**config.mk**
```make
export PLATFORM = sky130hd
export DESIGN_NAME = adc_serial_command_decoder
export DESIGN_NICKNAME = d
export VERILOG_FILES = /design/src/adc_cmd_pkg.sv /design/src/adc_serial_command_decoder.sv
export SDC_FILE = /design/constraint.sdc
export NUM_CORES = 1
export LEC_CHECK = 0
export BUFFER_PORTS_ARGS = -buffer_cell sky130_fd_sc_hd__buf_4
export CAP_MARGIN = 40
export CORE_ASPECT_RATIO = 0.7
export CORE_UTILIZATION = 53
export DETAILED_ROUTE_END_ITERATION = 8
export PLACE_DENSITY = 0.82
export SYNTH_ARGS = -nofsm -noshare
export SYNTH_HDL_FRONTEND = slang
export SYNTH_HIERARCHICAL = 1
export SYNTH_SLANG_ARGS = --single-unit
export TNS_END_PERCENT = 100
```
**constraint.sdc**
```tcl
create_clock -name sys_clk -period 3.9 [get_ports sys_clk]
set_input_delay 0.585 -clock sys_clk [delete_from_list [all_inputs] [get_ports sys_clk]]
set_output_delay 0.585 -clock sys_clk [all_outputs]
set_load 0.01 [all_outputs]
```
**src/adc_cmd_pkg.sv**
```systemverilog
package adc_cmd_pkg;
	// input byte field positions
	localparam int CONV_SEL_BIT = 7;
	localparam int CH_MSB = 6;
	localparam int CH_LSB = 3;
	localparam int SCAN_MSB = 2;
	localparam int SCAN_LSB = 1;
	localparam int TEMP_BIT = 0;
	localparam int CK_MSB = 5;
	localparam int CK_LSB = 4;
	localparam int REF_MSB = 3;
	localparam int REF_LSB = 2;
	localparam int PAIR_MSB = 1;
	localparam int PAIR_LSB = 0;
	localparam int AVG_EN_BIT = 4;
	localparam int NAVG_MSB = 3;
	localparam int NAVG_LSB = 2;
	localparam int NREP_MSB = 1;
	localparam int NREP_LSB = 0;
	localparam int RST_FIFO_BIT = 3;
	// reset values
	localparam logic [7:0] REG_RST = 8'h00;
	localparam logic [7:0] SETUP_RST = 8'h20;
	// mode codes
	localparam logic [1:0] SCAN_LOW = 2'h0;
	localparam logic [1:0] SCAN_HIGH = 2'h1;
	localparam logic [1:0] SCAN_REPEAT = 2'h2;
	localparam logic [1:0] SCAN_SINGLE = 2'h3;
	localparam logic [1:0] CK_EXT = 2'h3;
	localparam logic [1:0] REF_WAKE = 2'h0;
	localparam logic [1:0] REF_ON = 2'h2;
	localparam logic [1:0] REF_XDIFF = 2'h3;
	localparam logic [1:0] PAIR_UNI = 2'h2;
	localparam logic [1:0] PAIR_BI = 2'h3;
	// word layout
	localparam int RES_W = 12;
	localparam int WORD_W = 16;
	localparam int ACC_W = 17;
	// timing
	localparam int SYS_CLK_MHZ = 100;
	localparam int T_CNV_NS = 3500;
	localparam int T_TS_NS = 30000;
	localparam int T_RP_NS = 65000;
	localparam int T_CNV_CYC = (T_CNV_NS * SYS_CLK_MHZ + 999) / 1000;
	localparam int T_TS_CYC = (T_TS_NS * SYS_CLK_MHZ + 999) / 1000;
	localparam int T_RP_CYC = (T_RP_NS * SYS_CLK_MHZ + 999) / 1000;
	typedef enum logic [2:0] {
		ST_IDLE = 3'h0,
		ST_WAKE = 3'h1,
		ST_TEMP = 3'h3,
		ST_SAMPLE = 3'h2,
		ST_PUSH = 3'h6
	} seq_state_t;
endpackage : adc_cmd_pkg

```
**src/adc_serial_command_decoder.sv**
```systemverilog
// What this block does
// - route each byte by leading bits to conversion, setup, averaging or reset register
// - conversion byte: channel in bits 6..3, scan mode bits 2..1, temperature bit 0
// - temperature request gives one temperature result placed first in the scan
// - scan mode 00 converts channels 0 up to N inclusive
// - scan mode 01 converts channels N up to the highest channel
// - scan mode 10 repeats channel N, count from averaging register repeat bits
// - scan mode 11 converts channel N exactly once
// - scans give one result per single channel or pair, plus temperature; mode 10 gives one per repeat
// - clock modes 1x start on conversion write, modes 0x on start pin low pulse
// - channels reassigned as start pin or reference input are skipped
// - pair selected by lower channel; top pair dropped if a pin is reassigned
// - setup byte: clock mode bits 5..4, reference bits 3..2, pair addressing 1..0
// - pair addressing 10 or 11 stores next byte in unipolar or bipolar register
// - pair addressing 00 or 01 writes no pair register, next byte decodes fresh
// - a pair flagged in both registers is treated as unipolar
// - unipolar results straight binary, bipolar results two's complement
// - averaging enable makes each result the mean of up to 32 samples
// - clock mode 11 never averages
// - reset byte bit set clears only the FIFO, bit clear resets all registers
// - scan time is sample time times samples times results plus temp and wake
// - input sampled on rising serial clock with select low, output on falling
// - registers power up zero, setup in clock mode 10
// - clock mode 11 disables scanning, single channel per request
// - results read as two bytes: four zeros, ten bits, two sub-bits
`timescale 1ns/100ps
`default_nettype none

module result_fifo #(
	parameter int W = 16,
	parameter int D = 8
) (
	input wire logic clk,
	input wire logic rst,
	input wire logic ce,
	input wire logic flush,
	input wire logic in_valid,
	output logic in_ready,
	input wire logic [W-1:0] in_data,
	output logic out_valid,
	input wire logic out_ready,
	output logic [W-1:0] out_data
);
	localparam int AW = $clog2(D);
	generate
		if (D < 2 || (1 << AW) != D) begin : g_bad_depth
			$error("result_fifo depth must be a power of two");
		end
	endgenerate
	logic [W-1:0] mem [D];
	logic [AW-1:0] wr_ptr_ff;
	logic [AW-1:0] rd_ptr_ff;
	logic [AW:0] count_ff;
	logic do_wr;
	logic do_rd;
	assign in_ready = (count_ff != (AW+1)'(D));
	assign out_valid = (count_ff != '0);
	assign out_data = mem[rd_ptr_ff];
	assign do_wr = in_valid && in_ready;
	assign do_rd = out_valid && out_ready;
	always_ff @(posedge clk) begin
		if (ce && do_wr) begin
			mem[wr_ptr_ff] <= in_data;
		end
	end
	always_ff @(posedge clk) begin
		if (rst || (ce && flush)) begin
			wr_ptr_ff <= '0;
			rd_ptr_ff <= '0;
			count_ff <= '0;
		end else if (ce) begin
			if (do_wr) begin
				wr_ptr_ff <= wr_ptr_ff + 1'b1;
			end
			if (do_rd) begin
				rd_ptr_ff <= rd_ptr_ff + 1'b1;
			end
			count_ff <= count_ff + (AW+1)'(do_wr) - (AW+1)'(do_rd);
		end
	end
endmodule : result_fifo

module adc_serial_command_decoder #(
	parameter int NUM_CH = 16,
	parameter int FIFO_DEPTH = 8,
	parameter int T_RP_CYC = adc_cmd_pkg::T_RP_CYC
) (
	input wire logic sys_clk,
	input wire logic sys_rst,
	input wire logic ce,
	input wire logic sclk,
	input wire logic cs_n,
	input wire logic din,
	input wire logic conversion_start_pin_n,
	input wire logic [11:0] sample_data,
	output logic dout,
	output logic sample_strobe,
	output logic [3:0] sample_chan,
	output logic sample_temp,
	output logic sample_diff,
	output logic ref_power,
	output logic busy
);
	generate
		if (NUM_CH != 8 && NUM_CH != 12 && NUM_CH != 16) begin : g_bad_ch
			$error("NUM_CH must be 8, 12 or 16");
		end
		if (T_RP_CYC < 1 || T_RP_CYC > 65535) begin : g_bad_rp
			$error("T_RP_CYC must fit the 16-bit timer");
		end
	endgenerate
	localparam logic [3:0] TOP_CH = 4'(NUM_CH - 1);
	localparam logic [3:0] REFN_CH = 4'(NUM_CH - 2);

	// serial pins pass two flops before use
	logic sclk_s1, sclk_s2, sclk_s3, cs_s1, cs_s2, cs_s3, din_s1, din_s2, cnv_s1, cnv_s2, cnv_s3;
	always_ff @(posedge sys_clk) begin
		if (sys_rst) begin
			{sclk_s1, sclk_s2, sclk_s3} <= 3'h0;
			{cs_s1, cs_s2, cs_s3} <= 3'h7;
			{din_s1, din_s2} <= 2'h0;
			{cnv_s1, cnv_s2, cnv_s3} <= 3'h7;
		end else if (ce) begin
			{sclk_s1, sclk_s2, sclk_s3} <= {sclk, sclk_s1, sclk_s2};
			{cs_s1, cs_s2, cs_s3} <= {cs_n, cs_s1, cs_s2};
			{din_s1, din_s2} <= {din, din_s1};
			{cnv_s1, cnv_s2, cnv_s3} <= {conversion_start_pin_n, cnv_s1, cnv_s2};
		end
	end
	logic sclk_rise, sclk_fall, cs_low, cs_fall, cnv_fall;
	assign sclk_rise = sclk_s2 && !sclk_s3;
	assign sclk_fall = !sclk_s2 && sclk_s3;
	assign cs_low = !cs_s2;
	assign cs_fall = !cs_s2 && cs_s3;
	assign cnv_fall = !cnv_s2 && cnv_s3;

	logic [6:0] rx_sh_ff;
	logic [2:0] rx_cnt_ff;
	logic byte_done;
	logic [7:0] rx_byte;
	assign byte_done = sclk_rise && cs_low && (rx_cnt_ff == 3'h7);
	assign rx_byte = {rx_sh_ff, din_s2};
	always_ff @(posedge sys_clk) begin
		if (sys_rst) begin
			rx_sh_ff <= 7'h00;
			rx_cnt_ff <= 3'h0;
		end else if (ce) begin
			if (!cs_low) begin
				rx_cnt_ff <= 3'h0;
			end else if (sclk_rise) begin
				rx_sh_ff <= {rx_sh_ff[5:0], din_s2};
				rx_cnt_ff <= rx_cnt_ff + 3'h1;
			end
		end
	end

	logic pair_pend_ff, pair_bi_ff;
	logic [7:0] conv_ff, setup_ff, avg_ff, uni_ff, bi_ff;
	logic cmd, wr_conv, wr_setup, wr_avg, wr_rst, full_rst, fifo_clr, wr_pair;
	assign cmd = byte_done && !pair_pend_ff;
	assign wr_pair = byte_done && pair_pend_ff;
	assign wr_conv = cmd && rx_byte[adc_cmd_pkg::CONV_SEL_BIT];
	assign wr_setup = cmd && (rx_byte[7:6] == 2'h1);
	assign wr_avg = cmd && (rx_byte[7:5] == 3'h1);
	assign wr_rst = cmd && (rx_byte[7:4] == 4'h1);
	assign full_rst = wr_rst && !rx_byte[adc_cmd_pkg::RST_FIFO_BIT];
	assign fifo_clr = wr_rst;
	always_ff @(posedge sys_clk) begin
		if (sys_rst) begin
			pair_pend_ff <= 1'b0;
			pair_bi_ff <= 1'b0;
		end else if (ce) begin
			if (!cs_low || wr_pair || full_rst) begin
				pair_pend_ff <= 1'b0;
			end else if (wr_setup) begin
				pair_pend_ff <= rx_byte[adc_cmd_pkg::PAIR_MSB];
				pair_bi_ff <= rx_byte[adc_cmd_pkg::PAIR_LSB];
			end
		end
	end
	always_ff @(posedge sys_clk) begin
		if (sys_rst || (ce && full_rst)) begin
			conv_ff <= adc_cmd_pkg::REG_RST;
			setup_ff <= adc_cmd_pkg::SETUP_RST;
			avg_ff <= adc_cmd_pkg::REG_RST;
			uni_ff <= adc_cmd_pkg::REG_RST;
			bi_ff <= adc_cmd_pkg::REG_RST;
		end else if (ce) begin
			if (wr_conv) conv_ff <= rx_byte;
			if (wr_setup) setup_ff <= rx_byte;
			if (wr_avg) avg_ff <= rx_byte;
			if (wr_pair && !pair_bi_ff) uni_ff <= rx_byte;
			if (wr_pair && pair_bi_ff) bi_ff <= rx_byte;
		end
	end
	logic [1:0] ck_mode, ref_mode;
	assign ck_mode = setup_ff[adc_cmd_pkg::CK_MSB:adc_cmd_pkg::CK_LSB];
	assign ref_mode = setup_ff[adc_cmd_pkg::REF_MSB:adc_cmd_pkg::REF_LSB];

	// pin reassignment: top channel is the start pin in modes 0x, next is ref- in ref mode 11
	function automatic logic pin_taken(input logic [3:0] ch, input logic [7:0] setup);
		pin_taken = (ch == TOP_CH && !setup[adc_cmd_pkg::CK_MSB]) ||
			(ch == REFN_CH && setup[3:2] == adc_cmd_pkg::REF_XDIFF);
	endfunction : pin_taken
	function automatic logic pair_on(input logic [3:0] ch, input logic [7:0] u, input logic [7:0] b);
		pair_on = u[3'h7 - ch[3:1]] || b[3'h7 - ch[3:1]];
	endfunction : pair_on
	function automatic logic ch_skip(input logic [3:0] ch, input logic [7:0] setup,
		input logic [7:0] u, input logic [7:0] b);
		if (5'(ch) >= 5'(NUM_CH)) begin
			ch_skip = 1'b1;
		end else if (pair_on(ch, u, b)) begin
			ch_skip = ch[0] || pin_taken(ch, setup) || pin_taken(ch | 4'h1, setup);
		end else begin
			ch_skip = pin_taken(ch, setup);
		end
	endfunction : ch_skip

	adc_cmd_pkg::seq_state_t st_ff;
	logic [3:0] cur_ch_ff, last_ch_ff;
	logic [4:0] reps_ff;
	logic temp_pend_ff, is_temp_ff, bip_ff;
	logic [15:0] timer_ff;
	logic [5:0] avg_cnt_ff, n_avg_ff;
	logic [2:0] avg_sh_ff;
	logic [adc_cmd_pkg::ACC_W-1:0] acc_ff;
	logic [adc_cmd_pkg::WORD_W-1:0] res_ff;
	logic fifo_in_ready, fifo_out_valid, tx_pop;
	logic [adc_cmd_pkg::WORD_W-1:0] fifo_out_data;

	logic [7:0] csrc;
	logic [1:0] scan_sel;
	logic start_req, skip_now, last_step;
	logic [4:0] step_nxt;
	logic [adc_cmd_pkg::ACC_W-1:0] acc_sum, avg_val;
	assign csrc = wr_conv ? rx_byte : conv_ff;
	assign scan_sel = (ck_mode == adc_cmd_pkg::CK_EXT) ? adc_cmd_pkg::SCAN_SINGLE
		: csrc[adc_cmd_pkg::SCAN_MSB:adc_cmd_pkg::SCAN_LSB];
	assign start_req = ck_mode[1] ? wr_conv : cnv_fall;
	assign skip_now = ch_skip(cur_ch_ff, setup_ff, uni_ff, bi_ff);
	assign step_nxt = 5'(cur_ch_ff) + (pair_on(cur_ch_ff, uni_ff, bi_ff) ? 5'h2 : 5'h1);
	assign last_step = (reps_ff <= 5'h1) && (step_nxt > 5'(last_ch_ff));
	assign acc_sum = acc_ff + adc_cmd_pkg::ACC_W'(sample_data);
	assign avg_val = acc_sum >> avg_sh_ff;

	always_ff @(posedge sys_clk) begin
		if (sys_rst || (ce && full_rst)) begin
			st_ff <= adc_cmd_pkg::ST_IDLE;
			cur_ch_ff <= 4'h0;
			last_ch_ff <= 4'h0;
			reps_ff <= 5'h0;
			temp_pend_ff <= 1'b0;
			is_temp_ff <= 1'b0;
			bip_ff <= 1'b0;
			timer_ff <= 16'h0000;
			avg_cnt_ff <= 6'h00;
			n_avg_ff <= 6'h01;
			avg_sh_ff <= 3'h0;
			acc_ff <= '0;
			res_ff <= '0;
		end else if (ce) begin
			case (st_ff)
				adc_cmd_pkg::ST_IDLE: begin
					if (start_req) begin
						cur_ch_ff <= (scan_sel == adc_cmd_pkg::SCAN_LOW) ? 4'h0
							: csrc[adc_cmd_pkg::CH_MSB:adc_cmd_pkg::CH_LSB];
						last_ch_ff <= (scan_sel == adc_cmd_pkg::SCAN_HIGH) ? TOP_CH
							: csrc[adc_cmd_pkg::CH_MSB:adc_cmd_pkg::CH_LSB];
						reps_ff <= (scan_sel == adc_cmd_pkg::SCAN_REPEAT) ?
							5'({avg_ff[adc_cmd_pkg::NREP_MSB:adc_cmd_pkg::NREP_LSB], 2'h0}) + 5'h4
							: 5'h1;
						if (avg_ff[adc_cmd_pkg::AVG_EN_BIT] && ck_mode != adc_cmd_pkg::CK_EXT) begin
							n_avg_ff <= 6'h04 << avg_ff[adc_cmd_pkg::NAVG_MSB:adc_cmd_pkg::NAVG_LSB];
							avg_sh_ff <= 3'h2 + 3'(avg_ff[adc_cmd_pkg::NAVG_MSB:adc_cmd_pkg::NAVG_LSB]);
						end else begin
							n_avg_ff <= 6'h01;
							avg_sh_ff <= 3'h0;
						end
						temp_pend_ff <= csrc[adc_cmd_pkg::TEMP_BIT];
						avg_cnt_ff <= 6'h00;
						acc_ff <= '0;
						if (ref_mode == adc_cmd_pkg::REF_WAKE) begin
							st_ff <= adc_cmd_pkg::ST_WAKE;
							timer_ff <= 16'(T_RP_CYC - 1);
						end else if (csrc[adc_cmd_pkg::TEMP_BIT]) begin
							st_ff <= adc_cmd_pkg::ST_TEMP;
							timer_ff <= 16'(adc_cmd_pkg::T_TS_CYC - 1);
						end else begin
							st_ff <= adc_cmd_pkg::ST_SAMPLE;
							timer_ff <= 16'(adc_cmd_pkg::T_CNV_CYC - 1);
						end
					end
				end
				adc_cmd_pkg::ST_WAKE: begin
					if (timer_ff != 16'h0000) begin
						timer_ff <= timer_ff - 16'h0001;
					end else if (temp_pend_ff) begin
						st_ff <= adc_cmd_pkg::ST_TEMP;
						timer_ff <= 16'(adc_cmd_pkg::T_TS_CYC - 1);
					end else begin
						st_ff <= adc_cmd_pkg::ST_SAMPLE;
						timer_ff <= 16'(adc_cmd_pkg::T_CNV_CYC - 1);
					end
				end
				adc_cmd_pkg::ST_TEMP: begin
					if (timer_ff != 16'h0000) begin
						timer_ff <= timer_ff - 16'h0001;
					end else begin
						res_ff <= {4'h0, sample_data};
						is_temp_ff <= 1'b1;
						st_ff <= adc_cmd_pkg::ST_PUSH;
					end
				end
				adc_cmd_pkg::ST_SAMPLE: begin
					if (skip_now) begin
						if (last_step) begin
							st_ff <= adc_cmd_pkg::ST_IDLE;
						end else begin
							cur_ch_ff <= step_nxt[3:0];
						end
					end else if (timer_ff != 16'h0000) begin
						timer_ff <= timer_ff - 16'h0001;
					end else if (avg_cnt_ff == n_avg_ff - 6'h01) begin
						// result field holds ten bits and two sub-bits; bipolar msb flipped
						res_ff <= {4'h0, avg_val[11] ^ bip_ff, avg_val[10:0]};
						is_temp_ff <= 1'b0;
						st_ff <= adc_cmd_pkg::ST_PUSH;
					end else begin
						acc_ff <= acc_sum;
						avg_cnt_ff <= avg_cnt_ff + 6'h01;
						timer_ff <= 16'(adc_cmd_pkg::T_CNV_CYC - 1);
					end
				end
				adc_cmd_pkg::ST_PUSH: begin
					if (fifo_in_ready) begin
						acc_ff <= '0;
						avg_cnt_ff <= 6'h00;
						timer_ff <= 16'(adc_cmd_pkg::T_CNV_CYC - 1);
						if (is_temp_ff) begin
							temp_pend_ff <= 1'b0;
							st_ff <= adc_cmd_pkg::ST_SAMPLE;
						end else if (last_step) begin
							st_ff <= adc_cmd_pkg::ST_IDLE;
						end else begin
							st_ff <= adc_cmd_pkg::ST_SAMPLE;
							if (reps_ff > 5'h1) begin
								reps_ff <= reps_ff - 5'h1;
							end else begin
								cur_ch_ff <= step_nxt[3:0];
							end
						end
					end
				end
				default: st_ff <= adc_cmd_pkg::ST_IDLE;
			endcase
			// unipolar flag wins over bipolar for a pair
			bip_ff <= pair_on(cur_ch_ff, 8'h00, bi_ff) && !pair_on(cur_ch_ff, uni_ff, 8'h00);
		end
	end

	always_ff @(posedge sys_clk) begin
		if (sys_rst) begin
			sample_strobe <= 1'b0;
			sample_chan <= 4'h0;
			sample_temp <= 1'b0;
			sample_diff <= 1'b0;
			ref_power <= 1'b0;
			busy <= 1'b0;
		end else if (ce) begin
			sample_strobe <= (st_ff == adc_cmd_pkg::ST_SAMPLE && !skip_now && timer_ff == 16'h0000)
				|| (st_ff == adc_cmd_pkg::ST_TEMP && timer_ff == 16'h0000);
			sample_chan <= cur_ch_ff;
			sample_temp <= (st_ff == adc_cmd_pkg::ST_TEMP);
			sample_diff <= pair_on(cur_ch_ff, uni_ff, bi_ff);
			ref_power <= (ref_mode == adc_cmd_pkg::REF_ON) ||
				(ref_mode == adc_cmd_pkg::REF_WAKE && st_ff != adc_cmd_pkg::ST_IDLE);
			busy <= (st_ff != adc_cmd_pkg::ST_IDLE);
		end
	end

	result_fifo #(
		.W(adc_cmd_pkg::WORD_W),
		.D(FIFO_DEPTH)
	) u_fifo (
		.clk(sys_clk),
		.rst(sys_rst),
		.ce(ce),
		.flush(fifo_clr),
		.in_valid(st_ff == adc_cmd_pkg::ST_PUSH),
		.in_ready(fifo_in_ready),
		.in_data(res_ff),
		.out_valid(fifo_out_valid),
		.out_ready(tx_pop),
		.out_data(fifo_out_data)
	);

	// output word stays across select high unless it is an empty filler
	logic [adc_cmd_pkg::WORD_W-1:0] tx_ff;
	logic [3:0] tx_cnt_ff;
	logic tx_real_ff, tx_load;
	assign tx_load = (cs_fall && !tx_real_ff) || (sclk_fall && cs_low && tx_cnt_ff == 4'hF);
	assign tx_pop = ce && tx_load && fifo_out_valid;
	assign dout = tx_ff[adc_cmd_pkg::WORD_W-1];
	always_ff @(posedge sys_clk) begin
		if (sys_rst || (ce && fifo_clr)) begin
			tx_ff <= '0;
			tx_cnt_ff <= 4'h0;
			tx_real_ff <= 1'b0;
		end else if (ce) begin
			if (tx_load) begin
				tx_ff <= fifo_out_valid ? fifo_out_data : '0;
				tx_real_ff <= fifo_out_valid;
				tx_cnt_ff <= 4'h0;
			end else if (sclk_fall && cs_low) begin
				tx_ff <= {tx_ff[adc_cmd_pkg::WORD_W-2:0], 1'b0};
				tx_cnt_ff <= tx_cnt_ff + 4'h1;
			end
		end
	end
endmodule : adc_serial_command_decoder

`default_nettype wire

```
==> flow_summary.ini, run 1 <==
[worst_setup_path]
arrival_ps = 4360
path_max_fanout = 7
crit_type = register to register
endpoint_kind = register
slowest_delay_ps = 560
reg2reg_slack_ps = -10
cp-start-kind = register
ff2ff_path_depth = 18
r2r-start = cur_ch_ff[2]
reg2reg_to = res_ff[10]
cp_slowest_cell = mux4_2
crit_chain = mux4_2 > mux2i_4 > buf_6 > ha_4 > a21oi_2 > nor2_1 > xor2_1 > ha_1 > o21a_1 > o31ai_2 > a211oi_2 > nand2_2 > a311oi_4 > buf_4 > clkbuf_16 > nor3b_2 > a41oi_1 > o21ai_1
critPathRequiredTime_ps = 4350

[floorplan]
die-area_um2 = 29300
die_w_um = 204
dieHeight_um = 143
core-area_um2 = 27900
ioPinCount = 29
rows = 51
initial_core_util_pct = 54.2

[clock_network]
cts.reportedPaths.clkPinSlew_ps = 70
numCtsBuffers = 30
clockRootBuffer = clkbuf_16
hold_buffers = 0
cts_tree = done
clock-sinks = 304
clk_path_buf_depth = 3
h-tree-depth = 1
clock_latency_ps = 560

[sta]
finalWorstSetupSlack_ps = -12.1
slew_headroom_pct = 41.0
setup_viol = 2
finalClockSkew_ps = 12.0
max_freq_mhz = 256
rsz0062_at_grt = true
post-route-min-period_ps = 3910
worst_pin_slew_ps = 884
report.final.slew_viol_count = 0
final_hold_viol_count = 0
post-route-period-util_pct = 100
holdWs_ps = 237

[layout]
final_common_cell = nor2_1
final_cell_mix = 200 x nor2_1, 175 x dfxtp_1, 128 x edfxtp_1
antenna_cells = 0
nNetsFinal = 1577
fillers = 2170
final_core_util_pct = 61.9
drive_above_1_share_pct = 14.2
syn2layout_area_growth_pct = 14.2

[pwr]
cellPowerDensity_nw_per_um2 = 418
vdd_ir_drop_max_v = 0.000331
power_mw = 7.22
power_leakage_nw = 6.50

[detailed_routing]
wire_per_inst_um = 18.7
dr.pass1.iters = 6
ant_nets = 0
drc = 0
drt-total-wl_um = 35700
dr_total_vias = 11653
viasPerCell = 6.10
drt_iter0_drc = 1247

[synth]
avgSynthCellArea_um2 = 10.4
synth_warnings = 6
synth-seq-cells = 304
postSynthCellCount = 1453
async_flop_share_pct = 0
synth_edf_count = 128
yosysSeqAreaShare_pct = 48.6
yosysTopAreaCellShare_pct = 25.4
synth_area_leader_cell = edfxtp_1
synthTopCellsByArea = edfxtp_1 25%, dfxtp_1 23%, nor2_1 5.0%, mux4_1 4.9%, mux2i_1 4.1%
synth.distinct_cells = 88
synthFlopType = dfxtp_1
synth_area_um2 = 15200

[placed_design]
post-place-ws_ps = -398
port_buffers = 28
place_congestion = 0.932
dp_hpwl_um = 23800

[hold_path]
worstHoldEndpoint = cnv_s1
min-delay-start = conversion_start_pin_n
hold_path_class = input port to register
hold_depth = 2

[global_routing]
grt_max_degree = 48
grt_pass1_wl_um = 57300
grt-ovfl-total = 0
grt_pass1_vias = 10891
grt_usage_pct = 24.4
antenna_found_initial = 0

[run_status]
outcome = complete, but fails checks
violations = setup timing

[run]
maxCapViolCount = 0
==> state kept, by name (all words and copies together) (netlist names), 5 cells and up, named ones only <==
signal and count:
u_fifo/mem 128, acc_ff 17, timer_ff 16, tx_ff 16
res_ff 12, bi_ff 8, uni_ff 8, conv_ff 7
rx_sh_ff 7, avg_cnt_ff 6, avg_ff 5, n_avg_ff 5
reps_ff 5
==> kinds of logic (layout without fill, tap and decap cells) <==
group           count (synthesis)  count (layout)  synth area share [%]
fa+ha+maj                      40              40                  3.44
mux                           118             118                  11.9
buf+inv                       143             199                  3.93
simple gates                  465             465                  14.7
flops                         304             304                  48.6
xor+xnor                       33              33                  2.00
compound gates                349             349                  15.4
other cells                     1              32                0.0247
==> synthesized netlist by cell type, drive strengths merged (4+ instances only) <==
library cell and instances:
nor2 200, dfxtp 176, edfxtp 128, a21oi 106
nand2 72, mux2i 62, clkbuf 60, o21ai 59
a211oi 48, inv 48, nor3 42, mux4 40
ha 36, buf 33, nor2b 27, a31oi 26
nand3 26, mux2 16, xnor2 16, xor2 16
nand2b 14, a21o 11, nand4 11, o211ai 11
or3 11, a211o 10, and3 10, or4 10
and2 8, a221oi 7, a22oi 7, nor3b 7
o31ai 7, nor4 6, o21a 6, o21bai 6
nand3b 5, o22ai 5, or2 5, a2111oi 4
o221ai 4, o32ai 4
==> stage by stage <==
| stage | instance area (um^2) | setup TNS [ps] | instances |
|---|---|---|---|
| after floorplan | 15300 | 0 | 1484 |
| final | 17300 | -17.8 | 1911 |
| after detailed placement | 16100 | -3510 | 1853 |
| after global placement | 16000 | -1980 | 1850 |
| after global routing | 17300 | -1230 | 1911 |
| after CTS | 17100 | 0 | 1907 |
==> report_power, final <==
part           internal [mW]  switching, mW  total [mW]
Clock                   1.80           1.23        3.03
Sequential              3.35         0.0560        3.40
Combinational          0.293          0.504       0.796
Total                   5.44           1.79        7.22
==> repair_timing <==
action,4_1_cts,5_1_grt
gates resized for setup,4,25
endpoints found under the hold margin,0,0
endpoints found under the setup margin,15,14
buffers inserted,1,3
cloned,0,1
pin swaps,1,9
==> layout make-up <==
cell class | instances | area (um^2) | area share, %
multi-input cells | 1037 | 7450 | 43.1
flip-flops and latches | 304 | 7370 | 42.6
clock buffers | 34 | 797 | 4.61
repair buffers | 96 | 790 | 4.56
well taps | 371 | 464 | 2.68
clock inverters | 19 | 240 | 1.39
inverters | 50 | 188 | 1.08
==> per-layer routing <==
metal  wire length [um]  GRT usage [%]  vias up  share of wire [%]
met5                  0              0        -                  0
met4                522           5.42        0                1.5
met3               3000           4.72       46                8.4
met2              15600           36.9      438                 44
met1              16600           36.2     5674                 46
li1                   -              -     5495                  -
==> how the worst max path moves through the flow <==
| stage | startpoint | to | slack (ps) |
|---|---|---|---|
| after floorplan | cur_ch_ff[2] | res_ff[7] | 9 |
| final | cur_ch_ff[2] | res_ff[10] | -10 |
| after detailed placement | cur_ch_ff[2] | res_ff[7] | -400 |
| after global routing | cur_ch_ff[2] | res_ff[4] | -170 |
| after CTS | cur_ch_ff[2] | res_ff[7] | 6 |
| after global placement | cur_ch_ff[2] | res_ff[7] | -280 |
==> critical path: cells and delay by family (launching register included) <==
family                     cells  cell delay [ps]
AOI/OAI and AO/OA              7             1280
muxes                          2              780
adders and majority gates      2              490
buffers and inverters          3              470
DFF                            1              380
and+or+nand+nor                3              230
xor gates and xnor gates       1              150
Power figures use the tool's default switching activity.
==> run 2, diff against run 1 <==
--- a/config.mk
+++ b/config.mk
@@ -5,12 +5,16 @@
 export SDC_FILE = /design/constraint.sdc
 export NUM_CORES = 1
 export LEC_CHECK = 0
+export ABC_AREA = 1
 export BUFFER_PORTS_ARGS = -buffer_cell sky130_fd_sc_hd__buf_4
 export CAP_MARGIN = 40
+export CELL_PAD_IN_SITES_DETAIL_PLACEMENT = 1
+export CELL_PAD_IN_SITES_GLOBAL_PLACEMENT = 1
 export CORE_ASPECT_RATIO = 0.7
-export CORE_UTILIZATION = 53
+export CORE_MARGIN = 5
+export CORE_UTILIZATION = 43
 export DETAILED_ROUTE_END_ITERATION = 8
-export PLACE_DENSITY = 0.82
+export PLACE_DENSITY = 0.86
 export SYNTH_ARGS = -nofsm -noshare
 export SYNTH_HDL_FRONTEND = slang
 export SYNTH_HIERARCHICAL = 1
==> run 2 against run 1 <==
Effect of this change:
- non-clock buffer count shrank 41
- cell count grew 29%
- critical endpoint is now cur_ch_ff[1]
- sequential share of layout area grew 0.73 points
- the flow now finishes without violations
- critical path type unchanged
- die area grew 34%
- sequential cell count is the same
- setup slack gained 180 ps
- largest cell class is now flip-flops and latches
==> flow_summary.ini, run 2 <==
[sta]
setup_tns_ps = 0
post-route-period-util_pct = 95.6
finalWorstSetupSlack_ps = 171
slew_headroom_pct = 45.2
final_hold_viol_count = 0
setup_viol = 0
post-route-min-period_ps = 3730
max_freq_mhz = 268
worst_pin_slew_ps = 819
finalClockSkew_ps = 13.4
report.final.slew_viol_count = 0
holdWs_ps = 216

[global_routing]
gr-max-usage-layer = met2
grt-ovfl-total = 0
gr-usage-met3_pct = 3.11
grt_pass1_wl_um = 72700
grt_max_degree = 65
use_met2_pct = 38.9
antenna_found_initial = 0
grt_usage_pct = 22.1
met1_usage_pct = 29.1
grt_pass1_vias = 14000

[detailed_routing]
viasPerCell = 5.38
drc = 0
dr.pass1.iters = 6
wire_per_inst_um = 18.2
ant_nets = 0
drt_iter0_drc = 960
dr_total_vias = 13279
drt-total-wl_um = 44800

[pwr]
power_leakage_nw = 7.05
vdd_ir_drop_max_v = 0.000611
power_mw = 11.2
cellPowerDensity_nw_per_um2 = 660

[floorplan]
initial_core_util_pct = 43.6
ioPinCount = 29
core-area_um2 = 34800
rows = 57
dieHeight_um = 167
die-area_um2 = 39200
die_w_um = 235

[clock_network]
clk_path_buf_depth = 3
clockRootBuffer = clkbuf_16
hold_buffers = 0
cts.reportedPaths.clkPinSlew_ps = 70
h-tree-depth = 1
cts_tree = done
numCtsBuffers = 31
clock-sinks = 304
clock_latency_ps = 580

[worst_setup_path]
crit_type = register to register
cp-start-kind = register
endpoint_kind = register
arrival_ps = 4200
path_max_fanout = 7
critPathRequiredTime_ps = 4370

[synth]
async_flop_share_pct = 0
synth_area_um2 = 15200
synthTopCellsByArea = edfxtp_1 25%, dfxtp_1 23%, nand2_1 10%, nor2_1 6.7%, o21ai_0 5.9%
synth.most_common_cell = nand2_1
yosysTopAreaCellShare_pct = 25.3
synth.distinct_cells = 51
postSynthCellCount = 1937
synthFlopType = dfxtp_1
synth_area_leader_cell = edfxtp_1
synth_warnings = 6
avgSynthCellArea_um2 = 7.84
netlist_top_cells_count = 417 x nand2_1, 270 x nor2_1, 187 x inv_1
synth_edf_count = 128
synth-seq-cells = 304
yosysSeqAreaShare_pct = 48.5

[layout]
fillers = 4308
syn2layout_area_growth_pct = 12.1
largest_reg_flops = 128
regArea_um2 = 7380
final_common_cell = nand2_1
final_cells = 2470
reg_top3 = u_fifo/mem: 128 flops, acc_ff: 17 flops
drive_above_1_share_pct = 8.21
nNetsFinal = 2030
multiInputGateArea_um2 = 6760
final_cell_mix = 417 x nand2_1, 270 x nor2_1, 186 x inv_1
largest-register = u_fifo/mem

[run]
maxCapViolCount = 0

[placed_design]
port_buffers = 28
dp_hpwl_um = 30100
place_congestion = 0.916
post-place-ws_ps = 10.7
dp_cells = 2409

[hold_path]
hold_path_class = input port to register

[run_status]
outcome = finished clean
==> run 2: cell count changes after synthesis, moves of 27 or more <==
cell      delta
a211oi_1    -44
o21ai_0    +125
mux2i_1     -62
nand2_1    +346
a21oi_1     +42
o21ai_1     +47
inv_1      +139
nor2_1      +70
nor2b_1     -27
nand3_1     +59
mux4_1      -28
==> run 2: metal layers <==
| layer | wire length (um) | part of all wire (%) | up-vias |
|---|---|---|---|
| li1 | - | - | 6443 |
| met1 | 20200 | 45 | 6477 |
| met2 | 21700 | 48 | 277 |
| met3 | 1890 | 4.2 | 82 |
| met4 | 1110 | 2.5 | 0 |
| met5 | 0 | 0 | - |
==> run 2: power breakdown <==
group          switching [mW]  internal (mW)  total, mW
combinational            2.74           1.35       4.09
clock                    1.34           1.84       3.18
sequential              0.330           3.63       3.96
total                    4.41           6.82       11.2
==> run 2: worst max-delay path, stage by stage (launching register included) <==
cell and delay (ps):
dfxtp_4 380, clkbuf_2 170, o21ai_1 160, o22ai_1 100
o21ai_2 150, nand2_2 120, inv_2 100, ha_1 190
inv_1 60, fa_1 390, xnor2_1 170, ha_1 280
nand2_1 70, o21ai_1 130, o21ai_0 100, a21oi_1 230
inv_1 100, o21ai_0 200, nor2_1 70, nand2_1 90
inv_1 120, o21ai_0 170, a21oi_1 60
==> run 2: path summary, 6_finish.rpt <==
check                         start            to  slack, ps  cells past startpoint
min reg2reg                tx_ff[0]      tx_ff[0]        470                      2
max reg2reg            cur_ch_ff[1]  cur_ch_ff[1]        170                     22
min          conversion_start_pin_n        cnv_s1        220                      3
max                    cur_ch_ff[1]  cur_ch_ff[1]        170                     22
==> run 2: per-stage QoR <==
stage                     cell area, um^2  util (%)
after detailed placement            15900      45.7
after floorplan                     15300         -
after global routing                17000      48.9
after CTS                           17000      48.8
after global placement              15900      45.6
final                               17000      48.9
==> run 2: logic make-up after synthesis <==
family	count (synthesis)	synth area share [%]
AOI/OAI and AO/OA	437	15.5
xor gates and xnor gates	29	1.67
adders and majority gates	39	3.36
buffers and inverters	282	7.99
DFF	304	48.5
other	1	0.0247
and+or+nand+nor	845	22.9
==> run 2: repair_timing <==
item | 4_1_cts | 5_1_grt
resized for setup | 1 | 12
pin swaps | 0 | 1
endpoints found under the setup margin | 5 | 7
buffers inserted | 0 | 2
cloned | 0 | 0
==> run 2: area by class of cell <==
class	instances	area share [%]
Clock inverter	24	1.62
Tap cell	472	3.47
Multi-Input combinational cell	1382	39.7
Inverter	198	4.40
Antenna cell	1	0.0147
Clock buffer	34	4.74
Timing Repair Buffer	55	2.68
Sequential cell	304	43.3
==> run 3, diff against run 2 <==
--- a/config.mk
+++ b/config.mk
@@ -5,16 +5,15 @@
 export SDC_FILE = /design/constraint.sdc
 export NUM_CORES = 1
 export LEC_CHECK = 0
-export ABC_AREA = 1
 export BUFFER_PORTS_ARGS = -buffer_cell sky130_fd_sc_hd__buf_4
 export CAP_MARGIN = 40
 export CELL_PAD_IN_SITES_DETAIL_PLACEMENT = 1
 export CELL_PAD_IN_SITES_GLOBAL_PLACEMENT = 1
 export CORE_ASPECT_RATIO = 0.7
 export CORE_MARGIN = 5
-export CORE_UTILIZATION = 43
+export CORE_UTILIZATION = 46
 export DETAILED_ROUTE_END_ITERATION = 8
-export PLACE_DENSITY = 0.86
+export PLACE_DENSITY = 0.87
 export SYNTH_ARGS = -nofsm -noshare
 export SYNTH_HDL_FRONTEND = slang
 export SYNTH_HIERARCHICAL = 1
==> run 3 against run 2 <==
Effect of this change:
- the flow now finishes with violations (setup timing)
- clock power down 4%
- global-route usage up 1.9 points
- worst hold slack better by 12 ps
- sequential cell count unchanged
- setup slack worse by 190 ps
- first-iteration DRC count up 19%
- combinational power down 79%
- count of clock-buffer cells in the layout down 1
- design area up 2.6%
- largest cell class is now multi-input gates
==> flow_summary.ini, run 3 (synthesis gave the netlist of run 1 again) <==
[global_routing]
antenna_found_initial = 0
gr-usage-met3_pct = 4.28
grt_pass1_vias = 12481
grt_usage_pct = 24.0
met1_usage_pct = 34.0
gr-max-usage-layer = met2
grt_max_degree = 39
use_met2_pct = 39.0
grt_pass1_wl_um = 70700
grt-ovfl-total = 0

[worst_setup_path]
critPathRequiredTime_ps = 4390
arrival_ps = 4410
cp-start-kind = register
endpoint_kind = register
path_max_fanout = 8
ff2ff_path_depth = 17
crit_type = register to register

[detailed_routing]
ant_nets = 0
wire_per_inst_um = 22.8
drt-total-wl_um = 45100
dr_total_vias = 12205
dr.pass1.iters = 5
viasPerCell = 6.15
drc = 0
drt_iter0_drc = 1145

[layout]
largest_reg_flops = 128
largest-register = u_fifo/mem
antenna_cells = 0
final_common_cell = nor2_1
nNetsFinal = 1591
final_cell_mix = 200 x nor2_1, 171 x dfxtp_1, 128 x edfxtp_1
drive_above_1_share_pct = 15.3
reg_top3 = u_fifo/mem: 128 flops, acc_ff: 17 flops
syn2layout_area_growth_pct = 15.3

[pwr]
power_leakage_nw = 6.54
power_mw = 7.31
cellPowerDensity_nw_per_um2 = 418
vdd_ir_drop_max_v = 0.000339

[clock_network]
clockRootBuffer = clkbuf_16
clock_latency_ps = 580
numCtsBuffers = 31
h-tree-depth = 1
clock-sinks = 304
cts.reportedPaths.clkPinSlew_ps = 70
cts_tree = done
clk_path_buf_depth = 3

[sta]
slew_headroom_pct = 37.3
holdWs_ps = 228
final_hold_viol_count = 0
worst_pin_slew_ps = 940
report.final.slew_viol_count = 0
post-route-period-util_pct = 100
finalWorstSetupSlack_ps = -19.1
max_freq_mhz = 255
finalClockSkew_ps = 18.1
post-route-min-period_ps = 3920
rsz0062_at_grt = true
setup_viol = 5

[floorplan]
ioPinCount = 29
die-area_um2 = 36700
rows = 55
die_w_um = 227
dieHeight_um = 162
initial_core_util_pct = 46.7
core-area_um2 = 32400

[run_status]
violations = setup timing
outcome = complete, but fails checks

[placed_design]
dp_hpwl_um = 29800
port_buffers = 28
place_congestion = 0.911
post-place-ws_ps = -590

[hold_path]
hold_path_class = input port to register
hold_depth = 2

[run]
maxCapViolCount = 0
## run 3: cell type report
class	count	area, um^2
clock buffer	33	793
timing repair buffer	109	893
sequential	304	7380
tap	427	534
fill	3509	14900
inverter	50	188
multi-input combinational	1037	7450
clock inverter	24	231
## run 3: layer usage
metal	wire length [um]	up-vias
met1	20100	6192
met4	814	0
met2	21300	406
met5	0	-
li1	-	5532
met3	2920	75
## run 3: timing repair
action,CTS,global route
buffers inserted,12,4
resized for setup,23,16
setup endpoints to repair,19,14
pin swaps,13,12
hold buffers,0,0
## run 3: worst paths after layout
check               startpoint           to  slack, ps
setup reg to reg  cur_ch_ff[2]    res_ff[4]        -20
hold / removal            cs_n        cs_s1        230
hold reg to reg    sample_temp  sample_temp        470
setup / recovery  cur_ch_ff[2]    res_ff[4]        -20
## run 3: metrics by stage
step	TNS [ps]	instance area (um^2)	util (%)	instances
finish	-68.3	17500	53.9	1984
global route	-767	17500	53.9	1984
CTS	-8.89	17400	53.7	1981
detailed placement	-7050	16200	49.9	1912
global placement	-2370	16200	49.8	1910
floorplan	0	15300	-	1484
## run 3: worst max-delay path, stage by stage, from the launching register on
cell      delay (ps)
dfxtp_4          370
mux4_2           550
mux2i_4          220
inv_2            100
ha_4             180
inv_2             70
fa_2             460
inv_2            110
ha_4             140
nor2b_4          140
o31ai_2           70
a211oi_2         260
nand2_2          140
a311oi_4         350
buf_12           190
buf_8            120
o211ai_1         120
o22ai_1          230
## run 3: power breakdown
| part | switching, mW | internal, mW |
|---|---|---|
| Combinational | 0.556 | 0.299 |
| Clock | 1.31 | 1.73 |
| Sequential | 0.0597 | 3.35 |
| Total | 1.93 | 5.38 |
